==> src/tss_pkg.sv <==
// Package of constants and carrier types for the tape sense status bytes.
// ==========================================================================
`default_nettype none

package tss_pkg;

  // ========================================================================
  // Sense byte layout.
  localparam int          SENSE_COUNT       = 24;
  localparam logic [4:0]  IDX_WRITE_ERRORS  = 5'h0C;
  localparam logic [4:0]  IDX_CMD_HISTORY   = 5'h0D;
  localparam logic [4:0]  IDX_MOTION_FAULT  = 5'h0E;
  localparam logic [4:0]  IDX_CHECKSUM      = 5'h0F;
  localparam logic [4:0]  IDX_ERR_ADDR_HIGH = 5'h10;
  localparam logic [4:0]  IDX_ERR_ADDR_LOW  = 5'h11;
  localparam logic [4:0]  IDX_TAPE_SENSOR   = 5'h12;
  localparam logic [4:0]  IDX_FW_REVISION   = 5'h13;
  localparam logic [4:0]  IDX_OP_PROGRESS   = 5'h14;
  localparam logic [4:0]  IDX_CART_STATE    = 5'h15;
  localparam logic [4:0]  IDX_LAST          = 5'h17;

  // ========================================================================
  // Codes, reset values and reserved masks.
  localparam logic [3:0]  CMD_SENSE_READ    = 4'h3;
  localparam logic [7:0]  HISTORY_POWER_UP  = 8'h01;
  localparam logic [7:0]  ZERO_BYTE         = 8'h00;
  localparam logic [7:0]  CHECKSUM_MASK     = 8'h01;
  localparam logic [7:0]  SENSOR_MASK       = 8'hF3;
  localparam logic [7:0]  CART_MASK         = 8'h5F;
  // Arbitrary revision value, replaced per firmware build.
  localparam logic [7:0]  FW_REVISION_DEF   = 8'h10;

  // Motion fault bit positions.
  localparam int MF_NO_TACH   = 0;
  localparam int MF_UNDER     = 1;
  localparam int MF_OVER      = 2;
  localparam int MF_TIMEOUT   = 3;
  localparam int MF_POS_LOST  = 4;
  localparam int MF_STOP      = 5;
  localparam int MF_BREAK     = 6;
  localparam int MF_MARKER    = 7;
  // Tape sensor bit positions.
  localparam int TS_BOTH_LIGHT = 0;
  localparam int TS_WARN_WRITE = 1;
  localparam int TS_END_STATE  = 4;
  localparam int TS_END_IRQ    = 5;
  localparam int TS_BEGIN_IRQ  = 6;
  localparam int TS_MARKER_IRQ = 7;

  // Fault events from the motion logic, one-cycle pulses.
  typedef struct packed {
    logic unexpected_marker;
    logic tape_break;
    logic stop_fault;
    logic position_lost;
    logic timed_check_expired;
    logic over_speed;
    logic under_speed;
    logic no_tach;
  } tss_motion_type;

  // Tape sensor events, one-cycle pulses except end_of_last_track and write_active.
  typedef struct packed {
    logic load_point_marker;
    logic tape_begin_marker;
    logic tape_end_marker;
    logic early_warning_marker;
    logic both_sensors_light;
    logic end_of_last_track;
    logic write_active;
  } tss_sensor_type;

  // Operation in progress flags, bit 7 first.
  typedef struct packed {
    logic stripe_write_active;
    logic reposition_active;
    logic reverse_step_active;
    logic file_read_active;
    logic filemark_search_active;
    logic erase_active;
    logic tach_check_active;
    logic filemark_write_active;
  } tss_ops_type;

  // Cartridge state flags as levels.
  typedef struct packed {
    logic health_check_done;
    logic long_cartridge;
    logic health_check_active;
    logic stripe_seek_active;
    logic write_enabled;
    logic cartridge_ready;
  } tss_cart_type;

endpackage : tss_pkg

`default_nettype wire

==> src/tss_sense_status.sv <==
// Extended sense byte bank of the streaming tape controller.
`timescale 1ns/1ps
`default_nettype none

module tss_sense_status
  import tss_pkg::*;
(
  input  wire logic           ref_clk_in,
  input  wire logic           reset_n_in,
  input  wire logic           cartridge_present_in,
  input  wire logic           cmd_valid_in,
  input  wire logic [3:0]     cmd_code_in,
  input  wire tss_motion_type motion_in,
  input  wire logic           checksum_error_in,
  input  wire tss_sensor_type sensor_in,
  input  wire logic           write_error_in,
  input  wire logic [15:0]    error_address_in,
  input  wire logic           error_address_load_in,
  input  wire tss_ops_type    ops_in,
  input  wire tss_cart_type   cart_in,
  input  wire logic           sense_clear_in,
  input  wire logic           sense_start_in,
  input  wire logic           sense_next_in,
  output logic [7:0]          sense_data_out,
  output logic                sense_valid_out,
  output logic                sense_last_out,
  output logic                hard_error_flag_out,
  output logic [7:0]          command_history_out
);

  // ========================================================================
  // Storage.
  logic [7:0] write_error_counter_reg;
  logic [7:0] command_history_reg;
  logic [7:0] motion_fault_flags_reg;
  logic [7:0] checksum_fault_flags_reg;
  logic [7:0] error_address_high_reg;
  logic [7:0] error_address_low_reg;
  logic [7:0] tape_sensor_interrupt_cause_reg;
  logic [7:0] operation_in_progress_flags_reg;
  logic [7:0] cartridge_state_flags_reg;
  logic [7:0] motion_next;
  logic [7:0] sensor_next;
  logic [4:0] read_index_reg;
  logic       cart_seen_reg;

  // ========================================================================
  // Command history; sense-read commands are skipped so that the host
  // can read the history without overwriting it.
  always_ff @(posedge ref_clk_in or negedge reset_n_in) begin
    if (!reset_n_in) begin
      command_history_reg <= HISTORY_POWER_UP;
      cart_seen_reg       <= 1'b0;
    end else begin
      cart_seen_reg <= cartridge_present_in;
      if (cmd_valid_in && cmd_code_in != CMD_SENSE_READ) begin
        command_history_reg <= {command_history_reg[3:0], cmd_code_in};
      end else if (!cartridge_present_in && cart_seen_reg) begin
        command_history_reg <= HISTORY_POWER_UP;
      end
    end
  end

  // ========================================================================
  // Motion faults are sticky until the sense is cleared; a new event
  // in the clearing cycle wins, so it is never lost.
  always_comb begin
    motion_next                = sense_clear_in ? ZERO_BYTE : motion_fault_flags_reg;
    motion_next[MF_NO_TACH]   |= motion_in.no_tach;
    motion_next[MF_UNDER]     |= motion_in.under_speed;
    motion_next[MF_OVER]      |= motion_in.over_speed;
    motion_next[MF_TIMEOUT]   |= motion_in.timed_check_expired;
    motion_next[MF_POS_LOST]  |= motion_in.position_lost;
    motion_next[MF_STOP]      |= motion_in.stop_fault;
    motion_next[MF_BREAK]     |= motion_in.tape_break;
    motion_next[MF_MARKER]    |= motion_in.unexpected_marker;
  end

  always_ff @(posedge ref_clk_in or negedge reset_n_in) begin
    if (!reset_n_in) begin
      motion_fault_flags_reg <= ZERO_BYTE;
    end else begin
      motion_fault_flags_reg <= motion_next;
    end
  end

  // ========================================================================
  // Tape sensor and interrupt cause byte; end state follows the level.
  always_comb begin
    sensor_next                = sense_clear_in ? ZERO_BYTE : tape_sensor_interrupt_cause_reg;
    sensor_next[TS_BOTH_LIGHT] |= sensor_in.both_sensors_light;
    sensor_next[TS_WARN_WRITE] |= sensor_in.early_warning_marker
                                  & sensor_in.write_active;
    sensor_next[TS_END_STATE]  = sensor_in.end_of_last_track;
    sensor_next[TS_END_IRQ]    |= sensor_in.tape_end_marker;
    sensor_next[TS_BEGIN_IRQ]  |= sensor_in.tape_begin_marker;
    sensor_next[TS_MARKER_IRQ] |= sensor_in.load_point_marker
                                  | sensor_in.early_warning_marker;
    sensor_next                &= SENSOR_MASK;
  end

  always_ff @(posedge ref_clk_in or negedge reset_n_in) begin
    if (!reset_n_in) begin
      tape_sensor_interrupt_cause_reg <= ZERO_BYTE;
    end else begin
      tape_sensor_interrupt_cause_reg <= sensor_next;
    end
  end

  // ========================================================================
  // Checksum error and the hard error indication it raises.
  always_ff @(posedge ref_clk_in or negedge reset_n_in) begin
    if (!reset_n_in) begin
      checksum_fault_flags_reg <= ZERO_BYTE;
      hard_error_flag_out      <= 1'b0;
    end else begin
      if (checksum_error_in) begin
        checksum_fault_flags_reg <= CHECKSUM_MASK;
        hard_error_flag_out      <= 1'b1;
      end else if (sense_clear_in) begin
        checksum_fault_flags_reg <= ZERO_BYTE;
        hard_error_flag_out      <= 1'b0;
      end
    end
  end

  // ========================================================================
  // Write error counter saturates rather than wrapping to zero.
  always_ff @(posedge ref_clk_in or negedge reset_n_in) begin
    if (!reset_n_in) begin
      write_error_counter_reg <= ZERO_BYTE;
    end else if (write_error_in && write_error_counter_reg != 8'hFF) begin
      write_error_counter_reg <= write_error_counter_reg + 8'h01;
    end else if (sense_clear_in) begin
      write_error_counter_reg <= ZERO_BYTE;
    end
  end

  // ========================================================================
  // Error address and live status bytes.
  always_ff @(posedge ref_clk_in or negedge reset_n_in) begin
    if (!reset_n_in) begin
      error_address_high_reg <= ZERO_BYTE;
      error_address_low_reg  <= ZERO_BYTE;
      operation_in_progress_flags_reg <= ZERO_BYTE;
      cartridge_state_flags_reg       <= ZERO_BYTE;
    end else begin
      if (error_address_load_in) begin
        error_address_high_reg <= error_address_in[15:8];
        error_address_low_reg  <= error_address_in[7:0];
      end
      operation_in_progress_flags_reg <= ops_in;
      cartridge_state_flags_reg <= {1'b0, cart_in[5], 1'b0, cart_in[4:0]}
                                   & CART_MASK;
    end
  end

  // ========================================================================
  // Sense read port; reads only walk the index and never touch storage.
  always_ff @(posedge ref_clk_in or negedge reset_n_in) begin
    if (!reset_n_in) begin
      read_index_reg  <= 5'h00;
      sense_valid_out <= 1'b0;
    end else if (sense_start_in) begin
      read_index_reg  <= 5'h00;
      sense_valid_out <= 1'b1;
    end else if (sense_next_in && sense_valid_out) begin
      if (read_index_reg == IDX_LAST) begin
        sense_valid_out <= 1'b0;
      end else begin
        read_index_reg <= read_index_reg + 5'h01;
      end
    end
  end

  always_ff @(posedge ref_clk_in or negedge reset_n_in) begin
    if (!reset_n_in) begin
      sense_data_out <= ZERO_BYTE;
      sense_last_out <= 1'b0;
    end else begin
      sense_last_out <= sense_valid_out && read_index_reg == IDX_LAST;
      case (read_index_reg)
        IDX_WRITE_ERRORS:  sense_data_out <= write_error_counter_reg;
        IDX_CMD_HISTORY:   sense_data_out <= command_history_reg;
        IDX_MOTION_FAULT:  sense_data_out <= motion_fault_flags_reg;
        IDX_CHECKSUM:      sense_data_out <= checksum_fault_flags_reg;
        IDX_ERR_ADDR_HIGH: sense_data_out <= error_address_high_reg;
        IDX_ERR_ADDR_LOW:  sense_data_out <= error_address_low_reg;
        IDX_TAPE_SENSOR:   sense_data_out <= tape_sensor_interrupt_cause_reg;
        IDX_FW_REVISION:   sense_data_out <= FW_REVISION_DEF;
        IDX_OP_PROGRESS:   sense_data_out <= operation_in_progress_flags_reg;
        IDX_CART_STATE:    sense_data_out <= cartridge_state_flags_reg;
        default:           sense_data_out <= ZERO_BYTE;
      endcase
    end
  end

  always_ff @(posedge ref_clk_in or negedge reset_n_in) begin
    if (!reset_n_in) begin
      command_history_out <= HISTORY_POWER_UP;
    end else begin
      command_history_out <= command_history_reg;
    end
  end
endmodule // tss_sense_status

`default_nettype wire

==> config.mk <==
export PLATFORM = sky130hd
export DESIGN_NAME = tss_sense_status
export DESIGN_NICKNAME = d
export VERILOG_FILES = /design/src/tss_pkg.sv /design/src/tss_sense_status.sv
export SDC_FILE = /design/constraint.sdc
export NUM_CORES = 1
export LEC_CHECK = 0
export ABC_AREA = 1
export BUFFER_PORTS_ARGS = -buffer_cell sky130_fd_sc_hd__clkbuf_2
export CORE_MARGIN = 4
export CORE_UTILIZATION = 49
export CTS_CLUSTER_DIAMETER = 200
export CTS_CLUSTER_SIZE = 14
export DETAILED_ROUTE_END_ITERATION = 16
export GPL_TIMING_DRIVEN = 0
export PLACE_DENSITY = 0.73
export SYNTH_ARGS = -nofsm -noshare
export SYNTH_HDL_FRONTEND = slang
export SYNTH_SLANG_ARGS = --single-unit
export TNS_END_PERCENT = 30
==> constraint.sdc <==
create_clock -name ref_clk_in -period 1.7 [get_ports ref_clk_in]
set_clock_uncertainty 0.2 [all_clocks]
set_input_delay 0.085 -clock ref_clk_in [delete_from_list [all_inputs] [get_ports ref_clk_in]]
set_output_delay 0.085 -clock ref_clk_in [all_outputs]
set_load 0.01 [all_outputs]
Word-level counts from Yosys, hierarchy flattened
Cells that the tools add are included.

word-level totals
  flip-flop bits (word level) = 93
  bits of input ports = 59
  logic and storage cells = 76

operators by class
  add/sub/neg operators = 2
  equal/unequal tests = 14
  multiplexer cells = 16
  bitwise logic cells = 15
  reduce and logical (&&, ||, !) cells = 13

operators with widths
  operator             count
  $pmux 8 s10          1
  $mux 8               7
  $eq 5x5->1 const B   7
  $eq 5x4->1 const B   4
  $mux 5               3
  $or 1x1->1           14
  $reduce_bool 2->1    5
  $add 8x1->8 const B  1
  $ne 8x8->1 const B   1
  $add 5x1->5 const B  1
  $logic_and 1x1->1    5
  $mux 1               5
  $ne 4x2->1 const B   1
  $reduce_and 2->1     2
  $ne 2x2->1 const B   1
  $and 1x1->1          1
  $logic_not 1->1      1

Depth between registers and ports, before layout
Gate-level depths: netlist of the first run.

  depth after elaboration = 4
  mapped depth = 9
  depth with buffers taken out = 8

Worst setup path before layout of the first run
No wires, ideal clock.

  kind = flip-flop to flip-flop
  start = register read_index_reg[1]
  end = register sense_data_out[0]
  setup time = 0.119 ns
  arrival time = 1.360 ns
  required time = 1.381 ns
  slack = 0.022 ns
  stages on the path, launching flop included = 10
  period minus slack after synthesis = 1.678 ns
  cell sequence = dfrtp_1 inv_1 ha_1 buf_2 nand2_1 clkinv_1 nand3_1 nand3_1 nor2_1 nand2_1

on the way
  word-level cells in the longest chain between the ends = 2
  elaborated cells between the ends (all ways) = 11
  those cells by class = eq/ne: 10; mux: 1

ends and longest elaborated chain
  element                                   RTL line                 text
  from (decl)                               tss_sense_status.sv:44   logic [4:0] read_index_reg;
  from (signal assigned)                    tss_sense_status.sv:171  read_index_reg <= read_index_reg + 5'h01;
  $eq 5x5->1 or $eq 5x4->1 (tied branches)  tss_sense_status.sv:182  case (read_index_reg)
  $pmux 8 s10 (*)                           tss_sense_status.sv:182
  to (signal assigned)                      tss_sense_status.sv:183  IDX_WRITE_ERRORS: sense_data_out <= write_error_counter_reg;
  to (signal assigned)                      tss_sense_status.sv:184  IDX_CMD_HISTORY: sense_data_out <= command_history_reg;
  to (signal assigned)                      tss_sense_status.sv:185  IDX_MOTION_FAULT: sense_data_out <= motion_fault_flags_reg;
  to (decl)                                 tss_sense_status.sv:24   output logic [7:0] sense_data_out,

Every way passes the cells marked *; elsewhere a longest branch is shown, timed or not.
A chain may end at the register's enable or synchronous reset.

Worst setup path after layout of the first run
  start = register read_index_reg[0]
  end = register read_index_reg[4]

on the way
  word-level cells in the longest chain between the ends = 4
  elaborated cells between the ends (all ways) = 7
  those cells by class = add/sub: 1; eq/ne: 2; mux: 3; reduce/logical: 1

ends and longest elaborated chain
  element      RTL line                 text
  $add 5x1->5  tss_sense_status.sv:171
  $mux 5       tss_sense_status.sv:168  if (read_index_reg == IDX_LAST) begin
  $mux 5       tss_sense_status.sv:167  end else if (sense_next_in && sense_valid_out) begin
  $mux 5       tss_sense_status.sv:164  end else if (sense_start_in) begin

Parallel ways exist; a longest one is shown, timed or not. The select of a mux whose other input is x is not followed.

==> results.md, run 1 <==
- Main combinational cell family by area after synthesis: simple AND/OR/NAND/NOR gates
- Critical path's slowest cell: dfrtp_2
- Xor/xnor cell area share of the yosys netlist: 0.7056%
- Final Non-Filler Cells: slightly below 700
- Failing checks: setup timing
- Status: finished with violations
- Chip height: around 95 um
- Delay-heaviest family, CP: adder cells
- Die X-Extent: around 95 um
- Vias after detailed routing: between 3000 and 4000
- Worst path max stage delay: about 450 ps
- Vias per std cell: roughly 5
- Minimum clock period: approximately 1700 ps
- Fmax: 0.5775 GHz
- DRT iter0 DRCs: approximately 200
- Remaining DRCs: 0
- Max-Cap Viols: 0
- CP Cell Sequence: ha_2 -> inv_1 -> nor2_1 -> ha_1 -> or2_2 -> o21ai_2
- Average instance area after synthesis: about 9.3 um^2
- Crit end category: flip-flop
- Cell area power density: around 870 mW/mm^2
- Total GRT Usage: 25.07%
- Min-Delay Path Class: input port to flip-flop
- Largest net degree at the start of global routing: 47
- Count of cell types in the netlist: 27
- Fraction of registers with async set or reset after synthesis: 100.0%
- Headroom to the max-slew limit: a little over three fifths
- Multiplexer share of the synthesized area: 3.931%
- RSZ-0062 raised after global routing: true
- Crit start category: flip-flop
- CTS tree: yes
- RR Endpoint: read_index_reg[4]
- Final setup violation count: 5
- Routed WL: slightly above 10000 um
- Number of synthesis warnings: 0
- Sequential area share after synthesis: between 50% and 60%
- Core ar.: between 0.007 and 0.008 mm^2
- Setup WS post-layout: -31.49 ps
- Number of global-route vias before repair: ~3600
- Row count: 31
- Buffers and inverters on the worst path: 1
- Critical path class: flip-flop to flip-flop
- EDFF count, synth: 0
- Fin nets: approximately 640
- Mapped Cells: about 400
- Area after DPL: between 0.004 and 0.005 mm^2
- Filler Cell Count: between 500 and 600
- Post-synthesis adder-cell area fraction: just over 2%
- Area grow syn2layout: 44.66%
- DIE AREA: around 0.0091 mm^2
- FF-to-FF path depth: 6
- Worst Setup Slack post-DPL: -251.9 ps
- Global route overflow: 0
- Dominant synthesized flop cell: dfrtp_1
- First-pass GRT wire length: roughly 17000 um
- Hold Crit Depth: 4
- Synthesized area: between 0.003 and 0.004 mm^2
- Post-synthesis net count: around 470
- Post-route cell area: roughly 0.0054 mm^2
- Hold violation total from the final report: 0
- Worst Path Arrival: 1820 ps
- #FFs+latches synth: 85
- Pleak: between 2 and 3 nW
- Area share of and/or/nand/nor cells after synthesis: between 20 and 25%
- Fin util: about three quarters
- Post-DRT Antenna Nets: 0
- Initial Utilization: 50.79%
- Worst path required time: approximately 1800 ps
- H-tree level count: 3
- CTS buffer count: 9
- GPL Wtd Cong: between 0.8 and 0.9
- Crit-path max FO: 4
- Worst Hold End: write_error_counter_reg[4]
- Initial antenna violation count: 1
- Max-slew violations: 0
- Worst vdd ir: between 0.0006 and 0.0007 V
- FF-to-FF Start: read_index_reg[0]
- Fin crit share: 101.9%
- DR pass1 iterations: 5
- HPWL Detailed: approximately 6400 um
- DR WL/cell: ~15 um
- Synth Area in Compound Gates: about 5.5%
- I/O Buffers: 76
- Hold Crit Start: sense_clear_in
- Worst-Skew Late Latency: 360 ps
- Clock sinks: 85
- Layout cells sized above 1: 25.82%
- Placed Cells: 578
- CTS Buffer Depth: 2
- TNS Setup: -73.28 ps
- Flop-to-flop setup slack: -30 ps
- Root Buffer: clkbuf_8
- Slew @ Worst Pin: approximately 560 ps
- Clock Pin Slew Worst Setup and Hold Paths: 80 ps
- Top Ports: 78
## synth_stat cells, types with 2 or more instances
| cell type | count | area (um^2) |
|---|---|---|
| dfstp_2 | 2 | 52.55 |
| xor2_1 | 2 | 17.52 |
| clkinv_1 | 2 | 7.510 |
| nand3_1 | 69 | 345.3 |
| nand2_1 | 98 | 367.9 |
| o21ai_0 | 20 | 100.1 |
| mux2_2 | 13 | 146.4 |
| o21bai_1 | 2 | 15.01 |
| a21o_1 | 10 | 75.07 |
| nor3_1 | 3 | 15.01 |
| dfrtp_1 | 83 | 2077 |
| inv_1 | 33 | 123.9 |
| nor2_1 | 28 | 105.1 |
| ha_1 | 6 | 75.07 |
| clkbuf_1 | 2 | 7.510 |
| nand4_1 | 8 | 50.05 |
| buf_4 | 4 | 30.03 |
| buf_2 | 6 | 30.03 |
| nor2_2 | 3 | 18.77 |
## report_power, final
part           internal [mW]  switching [mW]
Clock                  0.976           0.720
Combinational          0.366           0.331
Sequential              2.17           0.116
Total                   3.52            1.17
## layout make-up
| cell class | count | area [um^2] | share of cell area, % |
|---|---|---|---|
| multi-input combinational | 268 | 1446 | 26.85 |
| timing repair buffer | 159 | 1216 | 22.58 |
| sequential | 85 | 2135 | 39.63 |
| clock buffer | 10 | 127.6 | 2.369 |
| inverter | 36 | 136.4 | 2.532 |
| tap | 99 | 123.9 | 2.300 |
| clock inverter | 6 | 111.4 | 2.067 |
| buffer | 12 | 83.83 | 1.556 |
| timing repair inverter | 1 | 3.754 | 0.06969 |
| antenna | 1 | 2.502 | 0.04646 |
## layer usage
| layer | GRT usage, % | vias up | part of all wire (%) |
|---|---|---|---|
| met1 | 30.43 | 1654 | 39 |
| met4 | 13.10 | 0 | 3.8 |
| li1 | - | 1651 | - |
| met5 | 0 | - | 0 |
| met3 | 6.946 | 37 | 7.1 |
| met2 | 40.70 | 145 | 50 |
## layout by cell type (no fill, tap or decap), types with 3 or more instances in the layout
cell type and instances:
a21o_1 10, buf_4 10, nand2_1 96, nor2_1 26, mux2_2 13, clkbuf_8 9, nand3_1 69, nor3_1 3
dfrtp_2 4, inv_1 30, nor2_4 4, o21ai_0 17, inv_2 4, nand4_1 8, dlygate4sd3_1 76, ha_2 3
buf_2 4, clkbuf_2 75, dfrtp_1 79, bufinv_16 3
## cell families after synthesis
| group | after synthesis |
|---|---|
| buf+inv | 49 |
| xor+xnor | 3 |
| simple gates | 212 |
| mux | 13 |
| flops | 85 |
| compound gates | 34 |
| fa+ha+maj | 6 |
## worst max-delay path by stage
stage	endpoint	slack (ps)	from	cells after the start
final	read_index_reg[4]	-30	read_index_reg[0]	6
after global routing	read_index_reg[4]	-80	read_index_reg[0]	6
after CTS	read_index_reg[4]	-70	read_index_reg[1]	6
after detailed placement	sense_data_out[4]	-250	read_index_reg[1]	9
after global placement	write_error_counter_reg[6]	-500	reset_n_in	1
after floorplan	sense_data_out[0]	20	read_index_reg[1]	9
## worst reg2reg max path, stage by stage (launching register included)
cell and delay [ps]:
dfrtp_2 450, ha_2 210, inv_1 80, nor2_1 50, ha_1 260, or2_2 280, o21ai_2 140
## metrics by stage
step,hold slack (ps),total power [mW]
floorplan,-410.6,2.534
global placement,-5.335,2.745
detailed placement,-67.03,2.770
CTS,-171.2,4.637
global route,56.24,4.887
finish,11.83,4.683
## what timing repair did
item                                    CTS  global route
endpoints found under the setup margin   12            20
hold buffers                             76             1
resized for setup                        13            21
cloned                                    1             0
hold endpoints to repair                151             1
buffers inserted                          2             4
pin swaps                                 0             3
Power figures use the tool's default switching activity.
==> run 2: changes to the inputs <==
--- a/config.mk
+++ b/config.mk
@@ -8,12 +8,12 @@
 export ABC_AREA = 1
 export BUFFER_PORTS_ARGS = -buffer_cell sky130_fd_sc_hd__clkbuf_2
 export CORE_MARGIN = 4
-export CORE_UTILIZATION = 49
+export CORE_UTILIZATION = 36
 export CTS_CLUSTER_DIAMETER = 200
 export CTS_CLUSTER_SIZE = 14
 export DETAILED_ROUTE_END_ITERATION = 16
 export GPL_TIMING_DRIVEN = 0
-export PLACE_DENSITY = 0.73
+export PLACE_DENSITY = 0.56
 export SYNTH_ARGS = -nofsm -noshare
 export SYNTH_HDL_FRONTEND = slang
 export SYNTH_SLANG_ARGS = --single-unit
==> constraint.sdc (replaced) <==
create_clock -name ref_clk_in -period 1.5 [get_ports ref_clk_in]
set_clock_uncertainty 0.2 [all_clocks]
set_input_delay 0.075 -clock ref_clk_in [delete_from_list [all_inputs] [get_ports ref_clk_in]]
set_output_delay 0.075 -clock ref_clk_in [all_outputs]
set_load 0.01 [all_outputs]
==> results.md, run 2 (synthesis results as in run 1) <==
- Status: finished with violations (unchanged)
- Failing checks: setup timing (unchanged)
- DR WL/cell: 14.27 um (was 15.32 um)
- Initial Utilization: 37.58% (was 50.79%)
- RSZ-0062 raised after global routing: true (unchanged)
- Largest net degree at the start of global routing: 46 (was 47)
- Max-Cap Viols: 0 (unchanged)
- Post-DRT Antenna Nets: 0 (unchanged)
- Worst Setup SP: read_index_reg[1] (was read_index_reg[0])
- Worst-Skew Late Latency: 350 ps (was 360 ps)
- Row count: 36 (was 31)
- Layout cells sized above 1: 33.10% (was 25.82%)
- Hold Crit Start: sense_clear_in (unchanged)
- Number of global-route vias before repair: 3378 (was 3562)
- Vias per std cell: 4.687 (was 5.151)
- Minimum clock period: 1632 ps (was 1731 ps)
- FF-to-FF Start: read_index_reg[1] (was read_index_reg[0])
- Critical path class: flip-flop to flip-flop (unchanged)
- Headroom to the max-slew limit: 60.88% (was 62.45%)
- Crit-path max FO: 5 (was 4)
- DRT iter0 DRCs: 160 (was 202)
- Cell area power density: 932.9 mW/mm^2 (was 869.5 mW/mm^2)
- Die X-Extent: 109.7 um (was 95.17 um)
- Worst vdd ir: 0.0004997 V (was 0.0006505 V)
- HPWL Detailed: 6953 um (was 6434 um)
- DIE AREA: 0.01203 mm^2 (was 0.009057 mm^2)
- Core ar.: 0.009910 mm^2 (was 0.007331 mm^2)
- Routed WL: 10090 um (was 10370 um)
- Most frequent cells in the layout: 84 x nand2_1, 79 x dfrtp_1, 75 x clkbuf_2 (was 96 x nand2_1, 79 x dfrtp_1, 76 x dlygate4sd3_1)
- Flop-to-flop setup slack: -130 ps (was -30 ps)
- H-tree level count: 3 (unchanged)
- Filler Cell Count: 903 (was 521)
- Final setup violation count: 21 (was 5)
- Total GRT Usage: 18.16% (was 25.07%)
- Max-slew violations: 0 (unchanged)
- Top Ports: 78 (unchanged)
- Inserted Diodes: 0 (was 1)
- Fin nets: 634 (was 637)
- CTS Buffer Depth: 2 (unchanged)
- Area grow syn2layout: 49.36% (was 44.66%)
- First-pass GRT wire length: 16560 um (was 17130 um)
- I/O Buffers: 76 (unchanged)
- Min-Delay Path Class: input port to flip-flop (unchanged)
- Hold violation total from the final report: 0 (unchanged)
- Fmax: 0.6129 GHz (was 0.5775 GHz)
- Global route overflow: 0 (unchanged)
- Remaining DRCs: 0 (unchanged)
- Most common cell after layout, fill and taps aside: nand2_1 (unchanged)
- GPL Wtd Cong: 0.8248 (was 0.8829)
- Root Buffer: clkbuf_8 (unchanged)
- Clock Pin Slew Worst Setup and Hold Paths: 90 ps (was 80 ps)
- CTS tree: yes (unchanged)
- Pleak: 2.760 nW (was 2.715 nW)
- Chip height: 109.7 um (was 95.17 um)
- Setup WS post-layout: -131.7 ps (was -31.49 ps)
- Vias after detailed routing: 3314 (was 3487)
- Clock sinks: 85 (unchanged)
- FF+latch area: 0.002135 mm^2 (unchanged)
- Crit end category: flip-flop (unchanged)
- Multi-input logic area: 0.001602 mm^2 (was 0.001446 mm^2)
- Crit start category: flip-flop (unchanged)
- Worst Setup Slack post-DPL: -395.4 ps (was -251.9 ps)
- Initial antenna violation count: 0 (was 1)
- Total power: 5.189 mW (was 4.683 mW)
- Worst path required time: 1590 ps (was 1790 ps)
- Slew @ Worst Pin: 586.8 ps (was 563.3 ps)
- CTS buffer count: 9 (unchanged)
- Fin crit share: 108.8% (was 101.9%)
- DR pass1 iterations: 4 (was 5)
- Worst Path Arrival: 1720 ps (was 1820 ps)
==> run 2: changes by cell type in the layout (fill, tap and decap cells not counted), sizes merged <==
cell | previous run | this run
buf | 17 | 23
bufinv | 3 | 2
clkinv | 5 | 6
diode | 1 | 0
dlygate4sd3 | 76 | 65
dlymetal6s4s | 0 | 1
inv | 34 | 35
==> run 2: area by class of cell <==
class	instances	area share (%)
buffer	12	1.845
clock buffer	9	2.227
clock inverter	7	1.777
inverter	36	2.745
multi-input combinational	268	28.80
sequential	85	38.38
tap	133	2.992
timing repair buffer	156	21.08
timing repair inverter	1	0.1575
==> run 2: critical path, cell delays in order (launching register included) <==
cell	delay, ps
dfrtp_2	480
ha_4	190
inv_2	50
nor2_2	30
ha_1	270
or2_4	230
o21ai_2	110
==> run 2: per-layer routing <==
layer / vias up / global-route usage (%) / routed length [um]
li1: 1646 / - / -
met1: 1566 / 24.59 / 4602
met2: 92 / 29.42 / 4924
met3: 10 / 3.053 / 435
met4: 0 / 6.500 / 130
met5: - / 0 / 0
==> run 2: what timing repair did <==
action | CTS | global route
endpoints found under the setup margin | 22 | 31
hold buffers | 66 | 0
cloned | 1 | 1
endpoints found under the hold margin | 150 | 0
resized for setup | 51 | 32
pin swaps | 13 | 18
setup buffers | 6 | 6
==> run 2: path summary, 6_finish.rpt <==
kind / endpoint / depth (start not counted)
max: read_index_reg[4] / 6
min: tape_sensor_interrupt_cause_reg[7] / 3
max reg2reg: read_index_reg[4] / 6
min reg2reg: command_history_out[1] / 0
max in group asynchronous: write_error_counter_reg[0] / 3
min in group asynchronous: cart_seen_reg / 2
==> run 2: metrics by stage <==
step	hold WS [ps]	setup TNS, ps	util [%]	cell area [um^2]	instances
after floorplan	-420.6	-121.8	-	3750	402
after global placement	-15.70	-68450	43.36	4297	611
after detailed placement	-55.93	-4867	43.66	4327	612
after CTS	3.537	-1264	54.77	5428	701
after global routing	57.15	-2791	56.12	5562	707
final	32.75	-903.0	56.12	5562	707
==> run 2: where the power goes <==
part           leakage, nW  internal (mW)  switching, mW  total, mW
logic                 1.62          0.409          0.387      0.795
clock network        0.110          0.946          0.851       1.80
registers             1.03           2.46          0.133       2.60
